===== src/logic/gsaux_pkg.sv =====
package gsaux_pkg;
	// ************************************************************
	// Timing
	// ************************************************************
	localparam int CLK_PERIOD_NS  = 25;
	localparam int TICK_PERIOD_MS = 1000;
	localparam int TICK_CYCLES    = TICK_PERIOD_MS * 1000000 / CLK_PERIOD_NS;
	localparam int HOUR_S         = 3600;
	localparam int PERCENT_FULL   = 100;

	// ************************************************************
	// Register map
	// ************************************************************
	localparam int ADDR_W = 8;
	localparam int N_CFG  = 10;
	localparam logic [7:0] A_CTRL    = 8'h00;
	localparam logic [7:0] A_IDLE    = 8'h04;
	localparam logic [7:0] A_CRANK   = 8'h08;
	localparam logic [7:0] A_CUT_VR  = 8'h0c;
	localparam logic [7:0] A_CUT_MSC = 8'h10;
	localparam logic [7:0] A_COOLER  = 8'h14;
	localparam logic [7:0] A_HEATER  = 8'h18;
	localparam logic [7:0] A_FANS    = 8'h1c;
	localparam logic [7:0] A_SERVICE = 8'h20;
	localparam logic [7:0] A_FUEL    = 8'h24;
	localparam logic [7:0] A_STATUS  = 8'h28;
	localparam logic [7:0] A_EVENTS  = 8'h2c;

	// ************************************************************
	// Reset values
	// ************************************************************
	localparam logic [31:0] R_CTRL    = 32'h0000_0000;
	localparam logic [31:0] R_IDLE    = 32'h000a_0000;
	localparam logic [31:0] R_CRANK   = 32'h0000_0205;
	localparam logic [31:0] R_CUT_VR  = 32'h01f4_0064;
	localparam logic [31:0] R_CUT_MSC = 32'h0064_060a;
	localparam logic [31:0] R_COOLER  = 32'h0000_505a;
	localparam logic [31:0] R_HEATER  = 32'h0000_3c32;
	localparam logic [31:0] R_FANS    = 32'h505a_505a;
	localparam logic [31:0] R_SERVICE = 32'h0306_00fa;
	localparam logic [31:0] R_FUEL    = 32'h0000_0000;

	// ************************************************************
	// Field positions
	// ************************************************************
	localparam int F_CHG_EN   = 0;
	localparam int F_OIL_EN   = 1;
	localparam int F_GAS_EN   = 2;
	localparam int F_SVC_CLR  = 3;
	localparam int F_LO_BYTE  = 0;
	localparam int F_HI_BYTE  = 8;
	localparam int F_TOP_BYTE = 16;
	localparam int F_TOP_SEAT = 24;
	localparam int F_LO_HALF  = 0;
	localparam int F_HI_HALF  = 16;
	localparam int F_ST_HRS   = 16;
	localparam int F_ST_MON   = 11;
	localparam int F_EV_THEFT = 0;
	localparam int F_EV_FILL  = 1;

	localparam logic [1:0] RESP_OKAY   = 2'h0;
	localparam logic [1:0] RESP_SLVERR = 2'h2;

	typedef enum logic [2:0] {
		ES_STOPPED, ES_RUN_IDLE, ES_RUN, ES_STOP_IDLE, ES_STOP_OK
	} gsaux_eng_t;
endpackage


===== src/logic/gsaux_ctrl.sv =====
// The placing of the registers and the AXI4-Lite slave port were left to the implementer.
`timescale 1ns/1ps
`default_nettype none
// Notes on behaviour
// - Idle relay held for run-idle seconds once engine runs.
// - Idle relay held for stop-idle seconds before stop.
// - Low voltage, frequency, speed checks masked while idle.
// - Checks return only after holdoff seconds past idle.
// - Gas solenoid opens after its delay while cranking, if assigned.
// - Crank released when first phase voltage reaches cut level.
// - Crank released when frequency reaches cut level.
// - Crank released when engine speed reaches cut level.
// - Crank released when charge voltage reaches cut level.
// - Charge-input bit enables the charge-voltage crank cut.
// - Oil bit: switch open or pressure over limit cuts crank.
// - Oil crank cut waits its own delay after condition.
// - Zero tank capacity means no fuel quantity shown.
// - Theft and refuel notes on change above hourly threshold.
// - Cooler relay on above cooler-on temperature.
// - Cooler turns off below cooler-off temperature, hysteresis.
// - Cooler held for fan overrun seconds after dropping.
// - Heater on below heater-on, off above heater-off.
// - Canopy and ambient fans use their own on/off levels.
// - Service request when engine hours reach set count.
// - Service request when months reach set count.
// - Alarm level selects action of a due service.
module gsaux_ctrl #(
	parameter int TICK_CYCLES = gsaux_pkg::TICK_CYCLES,
	parameter int HOUR_TICKS  = gsaux_pkg::HOUR_S
) (
	// Clock and reset
	input  wire logic        aclk,
	input  wire logic        aresetn,
	// Register bus write
	input  wire logic [7:0]  awaddr,
	input  wire logic        awvalid,
	output logic             awready,
	input  wire logic [31:0] wdata,
	input  wire logic [3:0]  wstrb,
	input  wire logic        wvalid,
	output logic             wready,
	output logic [1:0]       bresp,
	output logic             bvalid,
	input  wire logic        bready,
	// Register bus read
	input  wire logic [7:0]  araddr,
	input  wire logic        arvalid,
	output logic             arready,
	output logic [31:0]      rdata,
	output logic [1:0]       rresp,
	output logic             rvalid,
	input  wire logic        rready,
	// Engine sequence
	input  wire logic        engine_running,
	input  wire logic        stop_request,
	input  wire logic        crank_request,
	input  wire logic        oil_switch_open,
	input  wire logic        month_tick,
	// Measurements
	input  wire logic [15:0] first_phase_volt,
	input  wire logic [6:0]  gen_freq,
	input  wire logic [15:0] engine_rpm,
	input  wire logic [5:0]  charge_volt,
	input  wire logic [15:0] oil_pressure,
	input  wire logic [7:0]  coolant_temp,
	input  wire logic [7:0]  canopy_temp,
	input  wire logic [7:0]  ambient_temp,
	input  wire logic [6:0]  fuel_level,
	// Relays and indications
	output logic             idle_relay,
	output logic             low_checks_enable,
	output logic             stop_permit,
	output logic             crank_relay,
	output logic             gas_solenoid,
	output logic             cooler_relay,
	output logic             heater_relay,
	output logic             canopy_fan_relay,
	output logic             ambient_fan_relay,
	output logic             service_request,
	output logic [1:0]       service_action,
	output logic             fuel_quantity_valid,
	output logic [15:0]      fuel_quantity,
	output logic             fuel_theft_note,
	output logic             refuel_note
);
	if (TICK_CYCLES < 2 || HOUR_TICKS < 2 || HOUR_TICKS > 4095) begin : g_bad
		$error("gsaux_ctrl: timing parameter out of range");
	end

	localparam int TW = $clog2(TICK_CYCLES);

	function automatic logic hyst(input logic cur, input logic on_c,
		input logic off_c);
		return on_c ? 1'b1 : (off_c ? 1'b0 : cur);
	endfunction

	function automatic logic [31:0] merge(input logic [31:0] old,
		input logic [31:0] nw, input logic [3:0] strb);
		logic [31:0] m;
		m = old;
		for (int i = 0; i < 4; i++) begin
			if (strb[i]) begin
				m[i*8 +: 8] = nw[i*8 +: 8];
			end
		end
		return m;
	endfunction

	// ************************************************************
	// Register bus slave
	// ************************************************************
	logic [31:0] cfg [0:gsaux_pkg::N_CFG-1];
	logic [7:0]  aw_addr;
	logic [31:0] w_data;
	logic [3:0]  w_strb;
	logic        aw_held;
	logic        w_held;
	logic        ar_busy;
	logic        wr_do;
	logic        next_aw_held;
	logic        next_w_held;
	logic        next_ar_busy;
	logic [31:0] status;
	logic [1:0]  events;
	logic        svc_clr;
	logic        ev_clr_theft;
	logic        ev_clr_fill;
	logic [3:0]  wr_idx;
	logic [3:0]  rd_idx;

	assign wr_do        = aw_held && w_held && !bvalid;
	assign next_aw_held = wr_do ? 1'b0 : (aw_held || (awvalid && awready));
	assign next_w_held  = wr_do ? 1'b0 : (w_held || (wvalid && wready));
	assign next_ar_busy = (rvalid && rready) ? 1'b0
		: (ar_busy || (arvalid && arready));
	assign wr_idx       = aw_addr[7:6] != 2'h0 ? 4'hf : aw_addr[5:2];
	assign rd_idx       = araddr[7:6] != 2'h0 ? 4'hf : araddr[5:2];

	always_ff @(posedge aclk) begin
		if (!aresetn) begin
			aw_held <= 1'b0;
			w_held  <= 1'b0;
			awready <= 1'b0;
			wready  <= 1'b0;
			aw_addr <= 8'h00;
			w_data  <= 32'h0000_0000;
			w_strb  <= 4'h0;
		end else begin
			aw_held <= next_aw_held;
			w_held  <= next_w_held;
			awready <= !next_aw_held;
			wready  <= !next_w_held;
			if (awvalid && awready) begin
				aw_addr <= awaddr;
			end
			if (wvalid && wready) begin
				w_data <= wdata;
				w_strb <= wstrb;
			end
		end
	end

	always_ff @(posedge aclk) begin
		if (!aresetn) begin
			bvalid <= 1'b0;
			bresp  <= gsaux_pkg::RESP_OKAY;
		end else if (wr_do) begin
			bvalid <= 1'b1;
			bresp  <= (aw_addr[1:0] == 2'h0 && (int'(wr_idx) <
				gsaux_pkg::N_CFG || aw_addr == gsaux_pkg::A_EVENTS))
				? gsaux_pkg::RESP_OKAY : gsaux_pkg::RESP_SLVERR;
		end else if (bready) begin
			bvalid <= 1'b0;
		end
	end

	// The service clear bit is an action: it pulses for one cycle and reads back as 0 after that.
	always_ff @(posedge aclk) begin
		if (!aresetn) begin
			cfg[0] <= gsaux_pkg::R_CTRL;
			cfg[1] <= gsaux_pkg::R_IDLE;
			cfg[2] <= gsaux_pkg::R_CRANK;
			cfg[3] <= gsaux_pkg::R_CUT_VR;
			cfg[4] <= gsaux_pkg::R_CUT_MSC;
			cfg[5] <= gsaux_pkg::R_COOLER;
			cfg[6] <= gsaux_pkg::R_HEATER;
			cfg[7] <= gsaux_pkg::R_FANS;
			cfg[8] <= gsaux_pkg::R_SERVICE;
			cfg[9] <= gsaux_pkg::R_FUEL;
		end else begin
			cfg[0][gsaux_pkg::F_SVC_CLR] <= 1'b0;
			if (wr_do && aw_addr[1:0] == 2'h0
				&& int'(wr_idx) < gsaux_pkg::N_CFG) begin
				cfg[wr_idx] <= merge(cfg[wr_idx], w_data, w_strb);
			end
		end
	end

	assign svc_clr      = cfg[0][gsaux_pkg::F_SVC_CLR];
	assign ev_clr_theft = wr_do && aw_addr == gsaux_pkg::A_EVENTS
		&& w_strb[0] && w_data[gsaux_pkg::F_EV_THEFT];
	assign ev_clr_fill  = wr_do && aw_addr == gsaux_pkg::A_EVENTS
		&& w_strb[0] && w_data[gsaux_pkg::F_EV_FILL];

	always_ff @(posedge aclk) begin
		if (!aresetn) begin
			ar_busy <= 1'b0;
			arready <= 1'b0;
			rvalid  <= 1'b0;
			rdata   <= 32'h0000_0000;
			rresp   <= gsaux_pkg::RESP_OKAY;
		end else begin
			ar_busy <= next_ar_busy;
			arready <= !next_ar_busy;
			if (arvalid && arready) begin
				rvalid <= 1'b1;
				rresp  <= gsaux_pkg::RESP_OKAY;
				if (araddr[1:0] != 2'h0) begin
					rdata <= 32'h0000_0000;
					rresp <= gsaux_pkg::RESP_SLVERR;
				end else if (int'(rd_idx) < gsaux_pkg::N_CFG) begin
					rdata <= cfg[rd_idx];
				end else if (araddr == gsaux_pkg::A_STATUS) begin
					rdata <= status;
				end else if (araddr == gsaux_pkg::A_EVENTS) begin
					rdata <= {30'h0000_0000, events};
				end else begin
					rdata <= 32'h0000_0000;
					rresp <= gsaux_pkg::RESP_SLVERR;
				end
			end else if (rready) begin
				rvalid <= 1'b0;
			end
		end
	end

	// ************************************************************
	// Pin synchronisers and time base
	// ************************************************************
	logic [1:0]    pin_s1;
	logic [1:0]    pin_s2;
	logic [1:0]    pin_s3;
	logic [1:0]    pin_lvl;
	logic          month_seen;
	logic [TW-1:0] tick_cnt;
	logic          sec_tick;
	logic [11:0]   hour_secs;
	logic [11:0]   run_secs;
	logic          hour_tick;

	// A pin level is taken only once two stages agree, which rejects
	// a sample caught in the middle of an edge.
	always_ff @(posedge aclk) begin
		if (!aresetn) begin
			pin_s1     <= 2'h0;
			pin_s2     <= 2'h0;
			pin_s3     <= 2'h0;
			pin_lvl    <= 2'h0;
			month_seen <= 1'b0;
		end else begin
			pin_s1     <= {month_tick, oil_switch_open};
			pin_s2     <= pin_s1;
			pin_s3     <= pin_s2;
			pin_lvl    <= (pin_s2 ~^ pin_s3) & pin_s3
				| (pin_s2 ^ pin_s3) & pin_lvl;
			month_seen <= pin_lvl[1];
		end
	end

	always_ff @(posedge aclk) begin
		if (!aresetn) begin
			tick_cnt <= '0;
			sec_tick <= 1'b0;
		end else begin
			sec_tick <= (int'(tick_cnt) == TICK_CYCLES - 1);
			tick_cnt <= (int'(tick_cnt) == TICK_CYCLES - 1)
				? '0 : tick_cnt + 1'b1;
		end
	end

	// ************************************************************
	// Idle control and check holdoff
	// ************************************************************
	gsaux_pkg::gsaux_eng_t eng;
	gsaux_pkg::gsaux_eng_t next_eng;
	logic run_idle_done;
	logic stop_idle_done;

	always_comb begin
		next_eng = eng;
		case (eng)
		gsaux_pkg::ES_STOPPED: begin
			if (engine_running) begin
				next_eng = gsaux_pkg::ES_RUN_IDLE;
			end
		end
		gsaux_pkg::ES_RUN_IDLE: begin
			if (stop_request) begin
				next_eng = gsaux_pkg::ES_STOP_IDLE;
			end else if (run_idle_done) begin
				next_eng = gsaux_pkg::ES_RUN;
			end
		end
		gsaux_pkg::ES_RUN: begin
			if (stop_request) begin
				next_eng = gsaux_pkg::ES_STOP_IDLE;
			end
		end
		gsaux_pkg::ES_STOP_IDLE: begin
			if (stop_idle_done) begin
				next_eng = gsaux_pkg::ES_STOP_OK;
			end
		end
		gsaux_pkg::ES_STOP_OK: begin
		end
		default: begin
			next_eng = gsaux_pkg::ES_STOPPED;
		end
		endcase
		if (!engine_running) begin
			next_eng = gsaux_pkg::ES_STOPPED;
		end
	end

	always_ff @(posedge aclk) begin
		if (!aresetn) begin
			eng         <= gsaux_pkg::ES_STOPPED;
			idle_relay  <= 1'b0;
			stop_permit <= 1'b0;
		end else begin
			eng         <= next_eng;
			idle_relay  <= next_eng == gsaux_pkg::ES_RUN_IDLE
				|| next_eng == gsaux_pkg::ES_STOP_IDLE;
			stop_permit <= next_eng == gsaux_pkg::ES_STOP_OK;
		end
	end

	gsaux_sec_timer #(.W(8)) u_run_idle (
		.aclk     (aclk),
		.aresetn  (aresetn),
		.sec_tick (sec_tick),
		.arm      (eng == gsaux_pkg::ES_RUN_IDLE),
		.limit    (cfg[1][gsaux_pkg::F_LO_BYTE +: 8]),
		.done     (run_idle_done)
	);

	gsaux_sec_timer #(.W(8)) u_stop_idle (
		.aclk     (aclk),
		.aresetn  (aresetn),
		.sec_tick (sec_tick),
		.arm      (eng == gsaux_pkg::ES_STOP_IDLE),
		.limit    (cfg[1][gsaux_pkg::F_HI_BYTE +: 8]),
		.done     (stop_idle_done)
	);

	// Arm looks at the next state, so checks drop on the edge idle starts.
	gsaux_sec_timer #(.W(5)) u_holdoff (
		.aclk     (aclk),
		.aresetn  (aresetn),
		.sec_tick (sec_tick),
		.arm      (engine_running && next_eng != gsaux_pkg::ES_RUN_IDLE
			&& next_eng != gsaux_pkg::ES_STOP_IDLE),
		.limit    (cfg[1][gsaux_pkg::F_TOP_BYTE +: 5]),
		.done     (low_checks_enable)
	);

	// ************************************************************
	// Cranking
	// ************************************************************
	logic oil_cond;
	logic oil_done;
	logic cut_now;
	logic cut_held;

	assign oil_cond = cfg[0][gsaux_pkg::F_OIL_EN] && (pin_lvl[0]
		|| oil_pressure > cfg[4][gsaux_pkg::F_HI_HALF +: 16]);

	gsaux_sec_timer #(.W(8)) u_gas (
		.aclk     (aclk),
		.aresetn  (aresetn),
		.sec_tick (sec_tick),
		.arm      (crank_request && cfg[0][gsaux_pkg::F_GAS_EN]),
		.limit    (cfg[2][gsaux_pkg::F_LO_BYTE +: 8]),
		.done     (gas_solenoid)
	);

	gsaux_sec_timer #(.W(5)) u_oil (
		.aclk     (aclk),
		.aresetn  (aresetn),
		.sec_tick (sec_tick),
		.arm      (crank_request && oil_cond),
		.limit    (cfg[2][gsaux_pkg::F_HI_BYTE +: 5]),
		.done     (oil_done)
	);

	assign cut_now =
		first_phase_volt >= cfg[3][gsaux_pkg::F_LO_HALF +: 16]
		|| gen_freq >= cfg[4][gsaux_pkg::F_LO_BYTE +: 7]
		|| engine_rpm >= cfg[3][gsaux_pkg::F_HI_HALF +: 16]
		|| (cfg[0][gsaux_pkg::F_CHG_EN]
		&& charge_volt >= cfg[4][gsaux_pkg::F_HI_BYTE +: 6])
		|| oil_done;

	// Once cut, the crank stays released until the request is withdrawn,
	// so a dip in speed cannot re-engage the starter on a turning engine.
	always_ff @(posedge aclk) begin
		if (!aresetn) begin
			cut_held    <= 1'b0;
			crank_relay <= 1'b0;
		end else begin
			cut_held    <= crank_request && (cut_held || cut_now);
			crank_relay <= crank_request && !cut_held && !cut_now;
		end
	end

	// ************************************************************
	// Temperature relays
	// ************************************************************
	logic cool_hot;
	logic overrun_done;

	always_ff @(posedge aclk) begin
		if (!aresetn) begin
			cool_hot          <= 1'b0;
			cooler_relay      <= 1'b0;
			heater_relay      <= 1'b0;
			canopy_fan_relay  <= 1'b0;
			ambient_fan_relay <= 1'b0;
		end else begin
			cool_hot <= hyst(cool_hot,
				coolant_temp > cfg[5][gsaux_pkg::F_LO_BYTE +: 8],
				coolant_temp < cfg[5][gsaux_pkg::F_HI_BYTE +: 8]);
			cooler_relay <= cool_hot
				|| (cooler_relay && !overrun_done);
			heater_relay <= hyst(heater_relay,
				coolant_temp < cfg[6][gsaux_pkg::F_LO_BYTE +: 8],
				coolant_temp > cfg[6][gsaux_pkg::F_HI_BYTE +: 8]);
			canopy_fan_relay <= hyst(canopy_fan_relay,
				canopy_temp > cfg[7][gsaux_pkg::F_LO_BYTE +: 8],
				canopy_temp < cfg[7][gsaux_pkg::F_HI_BYTE +: 8]);
			ambient_fan_relay <= hyst(ambient_fan_relay,
				ambient_temp > cfg[7][gsaux_pkg::F_TOP_BYTE +: 8],
				ambient_temp < cfg[7][gsaux_pkg::F_TOP_SEAT +: 8]);
		end
	end

	gsaux_sec_timer #(.W(8)) u_overrun (
		.aclk     (aclk),
		.aresetn  (aresetn),
		.sec_tick (sec_tick),
		.arm      (cooler_relay && !cool_hot),
		.limit    (cfg[5][gsaux_pkg::F_TOP_BYTE +: 8]),
		.done     (overrun_done)
	);

	// ************************************************************
	// Service counters
	// ************************************************************
	logic [12:0] eng_hours;
	logic [4:0]  months;
	logic        svc_due;
	logic [12:0] svc_hours;
	logic [4:0]  svc_months;

	assign svc_hours  = cfg[8][gsaux_pkg::F_LO_HALF +: 13];
	assign svc_months = cfg[8][gsaux_pkg::F_TOP_BYTE +: 5];
	assign svc_due    = (svc_hours != 13'h0000
		&& eng_hours >= svc_hours)
		|| (svc_months != 5'h00 && months >= svc_months);

	always_ff @(posedge aclk) begin
		if (!aresetn || svc_clr) begin
			run_secs  <= 12'h000;
			eng_hours <= 13'h0000;
			months    <= 5'h00;
		end else begin
			if (sec_tick && engine_running) begin
				run_secs <= (int'(run_secs) == HOUR_TICKS - 1)
					? 12'h000 : run_secs + 1'b1;
				if (int'(run_secs) == HOUR_TICKS - 1
					&& eng_hours != 13'h1fff) begin
					eng_hours <= eng_hours + 1'b1;
				end
			end
			if (pin_lvl[1] && !month_seen && months != 5'h1f) begin
				months <= months + 1'b1;
			end
		end
	end

	always_ff @(posedge aclk) begin
		if (!aresetn) begin
			service_request <= 1'b0;
			service_action  <= 2'h0;
		end else begin
			service_request <= svc_due;
			service_action  <= svc_due
				? cfg[8][gsaux_pkg::F_TOP_SEAT +: 2] : 2'h0;
		end
	end

	// ************************************************************
	// Fuel
	// ************************************************************
	logic [6:0]  fuel_prev;
	logic [6:0]  fuel_thr;
	logic [15:0] tank_cap;
	logic [22:0] fuel_prod;
	logic        theft_now;
	logic        fill_now;

	assign tank_cap  = cfg[9][gsaux_pkg::F_LO_HALF +: 16];
	assign fuel_thr  = cfg[9][gsaux_pkg::F_TOP_BYTE +: 7];
	assign fuel_prod = tank_cap * fuel_level;
	assign hour_tick = sec_tick && int'(hour_secs) == HOUR_TICKS - 1;
	assign theft_now = hour_tick && fuel_thr != 7'h00
		&& fuel_prev > fuel_level && fuel_prev - fuel_level > fuel_thr;
	assign fill_now  = hour_tick && fuel_thr != 7'h00
		&& fuel_level > fuel_prev && fuel_level - fuel_prev > fuel_thr;

	always_ff @(posedge aclk) begin
		if (!aresetn) begin
			hour_secs           <= 12'h000;
			fuel_prev           <= 7'h00;
			fuel_quantity_valid <= 1'b0;
			fuel_quantity       <= 16'h0000;
			fuel_theft_note     <= 1'b0;
			refuel_note         <= 1'b0;
		end else begin
			if (sec_tick) begin
				hour_secs <= hour_tick ? 12'h000 : hour_secs + 1'b1;
			end
			if (hour_tick) begin
				fuel_prev <= fuel_level;
			end
			fuel_quantity_valid <= tank_cap != 16'h0000;
			fuel_quantity <= (tank_cap != 16'h0000)
				? 16'(fuel_prod / 23'(gsaux_pkg::PERCENT_FULL)) : 16'h0000;
			fuel_theft_note <= theft_now;
			refuel_note     <= fill_now;
		end
	end

	// A new event in the clearing cycle wins over the clear.
	always_ff @(posedge aclk) begin
		if (!aresetn) begin
			events <= 2'h0;
		end else begin
			events[gsaux_pkg::F_EV_THEFT] <= theft_now
				|| (events[gsaux_pkg::F_EV_THEFT] && !ev_clr_theft);
			events[gsaux_pkg::F_EV_FILL] <= fill_now
				|| (events[gsaux_pkg::F_EV_FILL] && !ev_clr_fill);
		end
	end

	assign status = {3'h0, eng_hours, months, 2'h0, service_request,
		ambient_fan_relay, canopy_fan_relay, heater_relay, cooler_relay,
		gas_solenoid, crank_relay, low_checks_enable, idle_relay};
endmodule // gsaux_ctrl
`default_nettype wire


===== src/logic/gsaux_sec_timer.sv =====
`timescale 1ns/1ps
`default_nettype none
module gsaux_sec_timer #(
	parameter int W = 8
) (
	// Clock and reset
	input  wire logic         aclk,
	input  wire logic         aresetn,
	// Timing
	input  wire logic         sec_tick,
	input  wire logic         arm,
	input  wire logic [W-1:0] limit,
	output logic              done
);
	logic [W-1:0] count;

	if (W < 1 || W > 16) begin : g_bad_w
		$error("gsaux_sec_timer: width out of range");
	end

	// Dropping arm restarts the count, so each new cause starts at zero.
	always_ff @(posedge aclk) begin
		if (!aresetn || !arm) begin
			count <= '0;
			done  <= 1'b0;
		end else if (count >= limit) begin
			done <= 1'b1;
		end else if (sec_tick) begin
			count <= count + 1'b1;
		end
	end
endmodule // gsaux_sec_timer
`default_nettype wire


===== config.mk =====
export PLATFORM = sky130hd
export DESIGN_NAME = gsaux_ctrl
export DESIGN_NICKNAME = d
export VERILOG_FILES = /design/src/logic/gsaux_pkg.sv /design/src/logic/gsaux_ctrl.sv /design/src/logic/gsaux_sec_timer.sv
export SDC_FILE = /design/constraint.sdc
export NUM_CORES = 2
export LEC_CHECK = 0
export BUFFER_PORTS_ARGS = -buffer_cell sky130_fd_sc_hd__buf_2
export CAP_MARGIN = 20
export CELL_PAD_IN_SITES_DETAIL_PLACEMENT = 1
export CELL_PAD_IN_SITES_GLOBAL_PLACEMENT = 1
export CORE_MARGIN = 5
export CORE_UTILIZATION = 48
export DETAILED_ROUTE_END_ITERATION = 16
export PLACE_DENSITY_LB_ADDON = 0.15
export SYNTH_ARGS = -nofsm -noshare
export SYNTH_HDL_FRONTEND = slang
export SYNTH_SLANG_ARGS = --single-unit

===== constraint.sdc =====
create_clock -name aclk -period 16.27 [get_ports aclk]
set_input_delay 1.627 -clock aclk [delete_from_list [all_inputs] [get_ports aclk]]
set_output_delay 1.627 -clock aclk [all_outputs]
set_load 0.01 [all_outputs]

==> results.cfg <==
[status]
status = complete, no violations

[timing]
fmax_mhz = 66.84
rsz0062_at_grt = no
skew_ns = 0.01977
finalSetupViolCount = 0
drv_slew = 0
slew_headroom_pct = 25.30
worstMarginPinSlew_ns = 1.109
fin_crit_ns = 14.96
setup-tns-final_ns = 0
final.period_utilization_pct = 91.95
hold_viol_final = 0

[critical_path]
max_stage_delay_ns = 0.67
startpoint = fuel_level[6]
path_buf_inv = 4
start_kind = input port
required_ns = 16.76
end_kind = flip-flop
critPathArrivalTime_ns = 15.45
crit_top_cell = fa_1
worst-setup-path-type = in2reg
cpMaxStageDelayCell = nor4_1
crit_fanout = 19
regToRegStartpoint = cfg[9][3]$_SDFFCE_PN0P_
cp_top_family = compound AO/OA/AOI/OAI gates

[yosys]
synth_seq_area_share_pct = 39.46
synth_xor_area_share_pct = 2.919
synth-edff-count = 320
synth.cell_area_sq_um = 37290
synthMuxAreaShare_pct = 5.022
synth_warnings = 0
synth_most_common_cell = and2_1
synthTopCellsByArea = edfxtp_1 (26%), dfxtp_1 (14%), ha_1 (8.8%), and2_1 (6.5%), mux4_2 (3.9%)
yosysTopAreaCellShare_pct = 25.77
synthArstFlopShare_pct = 0
synth-seq-cells = 575
syn_inst = 3920
synth-compound-area-share_pct = 13.91
yosys.area.top_type = edfxtp_1
ys_types = 124
synth_top_family_by_area = simple AND/OR/NAND/NOR gates
synthSimpleGateAreaFrac_pct = 20.99
synthFlopType = edfxtp_1
synth_common_cells = and2_1 (387), edfxtp_1 (320), nor2_1 (313)
syn_area_per_cell_sq_um = 9.514
synth_fa_ha_area_share_pct = 12.69

[die]
num_rows = 102
design.core.area_sq_um = 77210
dieArea_sq_um = 83370
ios = 228
die_width_microns = 288.7
start_util_pct = 48.30
die_h_microns = 288.7

[global_route]
grt_max_degree = 54
grt_pass1_vias = 32004
overflow = 0
antenna_found_initial = 5
grtUsageTotal_pct = 29.60
grt_pass1_wl_microns = 191000

[finish]
drive_above_1_share_pct = 13.49
final_util_pct = 53.95
nNetsFinal = 4586
syn2layout_area_growth_pct = 11.69

[min_path]
hp-start = pin_s1[0]$_SDFF_PN0_
hp-class = reg2reg

[route]
post_drt_wl_per_cell_microns = 24.23
drtIter0Drc = 2230
vias = 30953
wl_microns = 125800
drc = 0
drtAntennaViolNets = 0
routed_via_density = 5.962
first_pass_iters = 5

[cts]
htreeDepth = 3
cts_sinks = 575
clockRootBuffer = clkbuf_16
cts_hold_buffers = 0
path_clk_slew_ns = 0.06
clk_latency_ns = 0.61
post-cts-setup-buffer-count = 0
cts_tree = yes
cts_buffer_depth = 3
cts_resized = 0
cts_made_buffers = 68

[placed_design]
io_buffer_count = 225
gp_congestion = 0.8835
hpwlAfterDp_microns = 93840

[flow_run]
drv_cap = 0
[metal layers]
metal	vias to the layer above	global-route usage, %	part of all wire (%)
li1	14174	-	-
met5	-	0	0.010
met2	1082	50.73	48
met4	2	10.47	3.8
met1	15489	38.47	41
met3	206	4.159	6.7
[kinds of logic (layout without fill, tap and decap cells)]
| family | count (synthesis) | count (layout) |
|---|---|---|
| muxes | 105 | 105 |
| DFF | 575 | 575 |
| and+or+nand+nor | 1494 | 1494 |
| other | 1 | 3 |
| buffers and inverters | 483 | 713 |
| xor gates and xnor gates | 120 | 120 |
| adders and majority gates | 336 | 336 |
| AOI/OAI and AO/OA | 806 | 806 |
[stage by stage]
stage                     hold slack, ns  setup WS (ns)  cell area, sq um  instances
after floorplan                   0.4119          2.526             37300       3921
after global placement            0.4150          1.064             39330       5041
after detailed placement          0.4273         0.8251             39370       5046
after CTS                         0.4410          1.455             41540       5171
after global routing              0.4699         0.3616             41650       5191
final                             0.4356          1.309             41650       5192
[sequential cells by signal, indices dropped and copies added, names as in the netlist, 3 cells and up]
| signal | cells |
|---|---|
| u_gas.count | 8 |
| hour_secs | 12 |
| tick_cnt | 26 |
| eng | 3 |
| eng_hours | 13 |
| u_holdoff.count | 5 |
| rdata | 32 |
| cfg | 320 |
| u_oil.count | 5 |
| w_strb | 4 |
| aw_addr | 8 |
| fuel_quantity | 16 |
| u_stop_idle.count | 8 |
| run_secs | 12 |
| u_run_idle.count | 8 |
| w_data | 32 |
| months | 5 |
| fuel_prev | 7 |
| u_overrun.count | 8 |
[worst paths after layout]
check        slack [ns]  cells after the start                           to
max                1.31                     48  fuel_quantity[0]$_SDFF_PN0_
min                0.44                      1         pin_s2[0]$_SDFF_PN0_
max reg2reg        1.88                     48  fuel_quantity[0]$_SDFF_PN0_
min reg2reg        0.44                      1         pin_s2[0]$_SDFF_PN0_
[cells in the final DEF (no fill, tap or decap), types with 183 or more instances in the layout]
master,n
nor2_1,311
and2_1,387
o21ai_0,183
inv_1,290
edfxtp_1,320
dfxtp_1,255
nand2_1,311
a21oi_1,284
ha_1,263
buf_2,234
[cell type report]
type	instances	area, sq um
multi-input cells	2863	20740
repair buffers	297	1634
well taps	1040	1301
inverters	291	1095
clock inverters	32	310.3
fillers	8759	35560
flip-flops and latches	575	14710
diodes	1	2.502
clock buffers	93	1857
[worst reg2reg max path, delay by kind of cell (launching register included)]
kind | cells | cell delay (ns)
AO/OA/AOI/OAI | 23 | 6.33
XOR/XNOR | 2 | 0.68
adder cells (fa/ha/maj) | 5 | 2.44
buffers and inverters | 4 | 0.20
flip-flops | 1 | 0.64
multiplexers | 2 | 0.79
AND/OR/NAND/NOR | 12 | 3.19
Power is not shown: default switching activity piles up to over one toggle a cycle in this logic, so the estimate is an artifact.
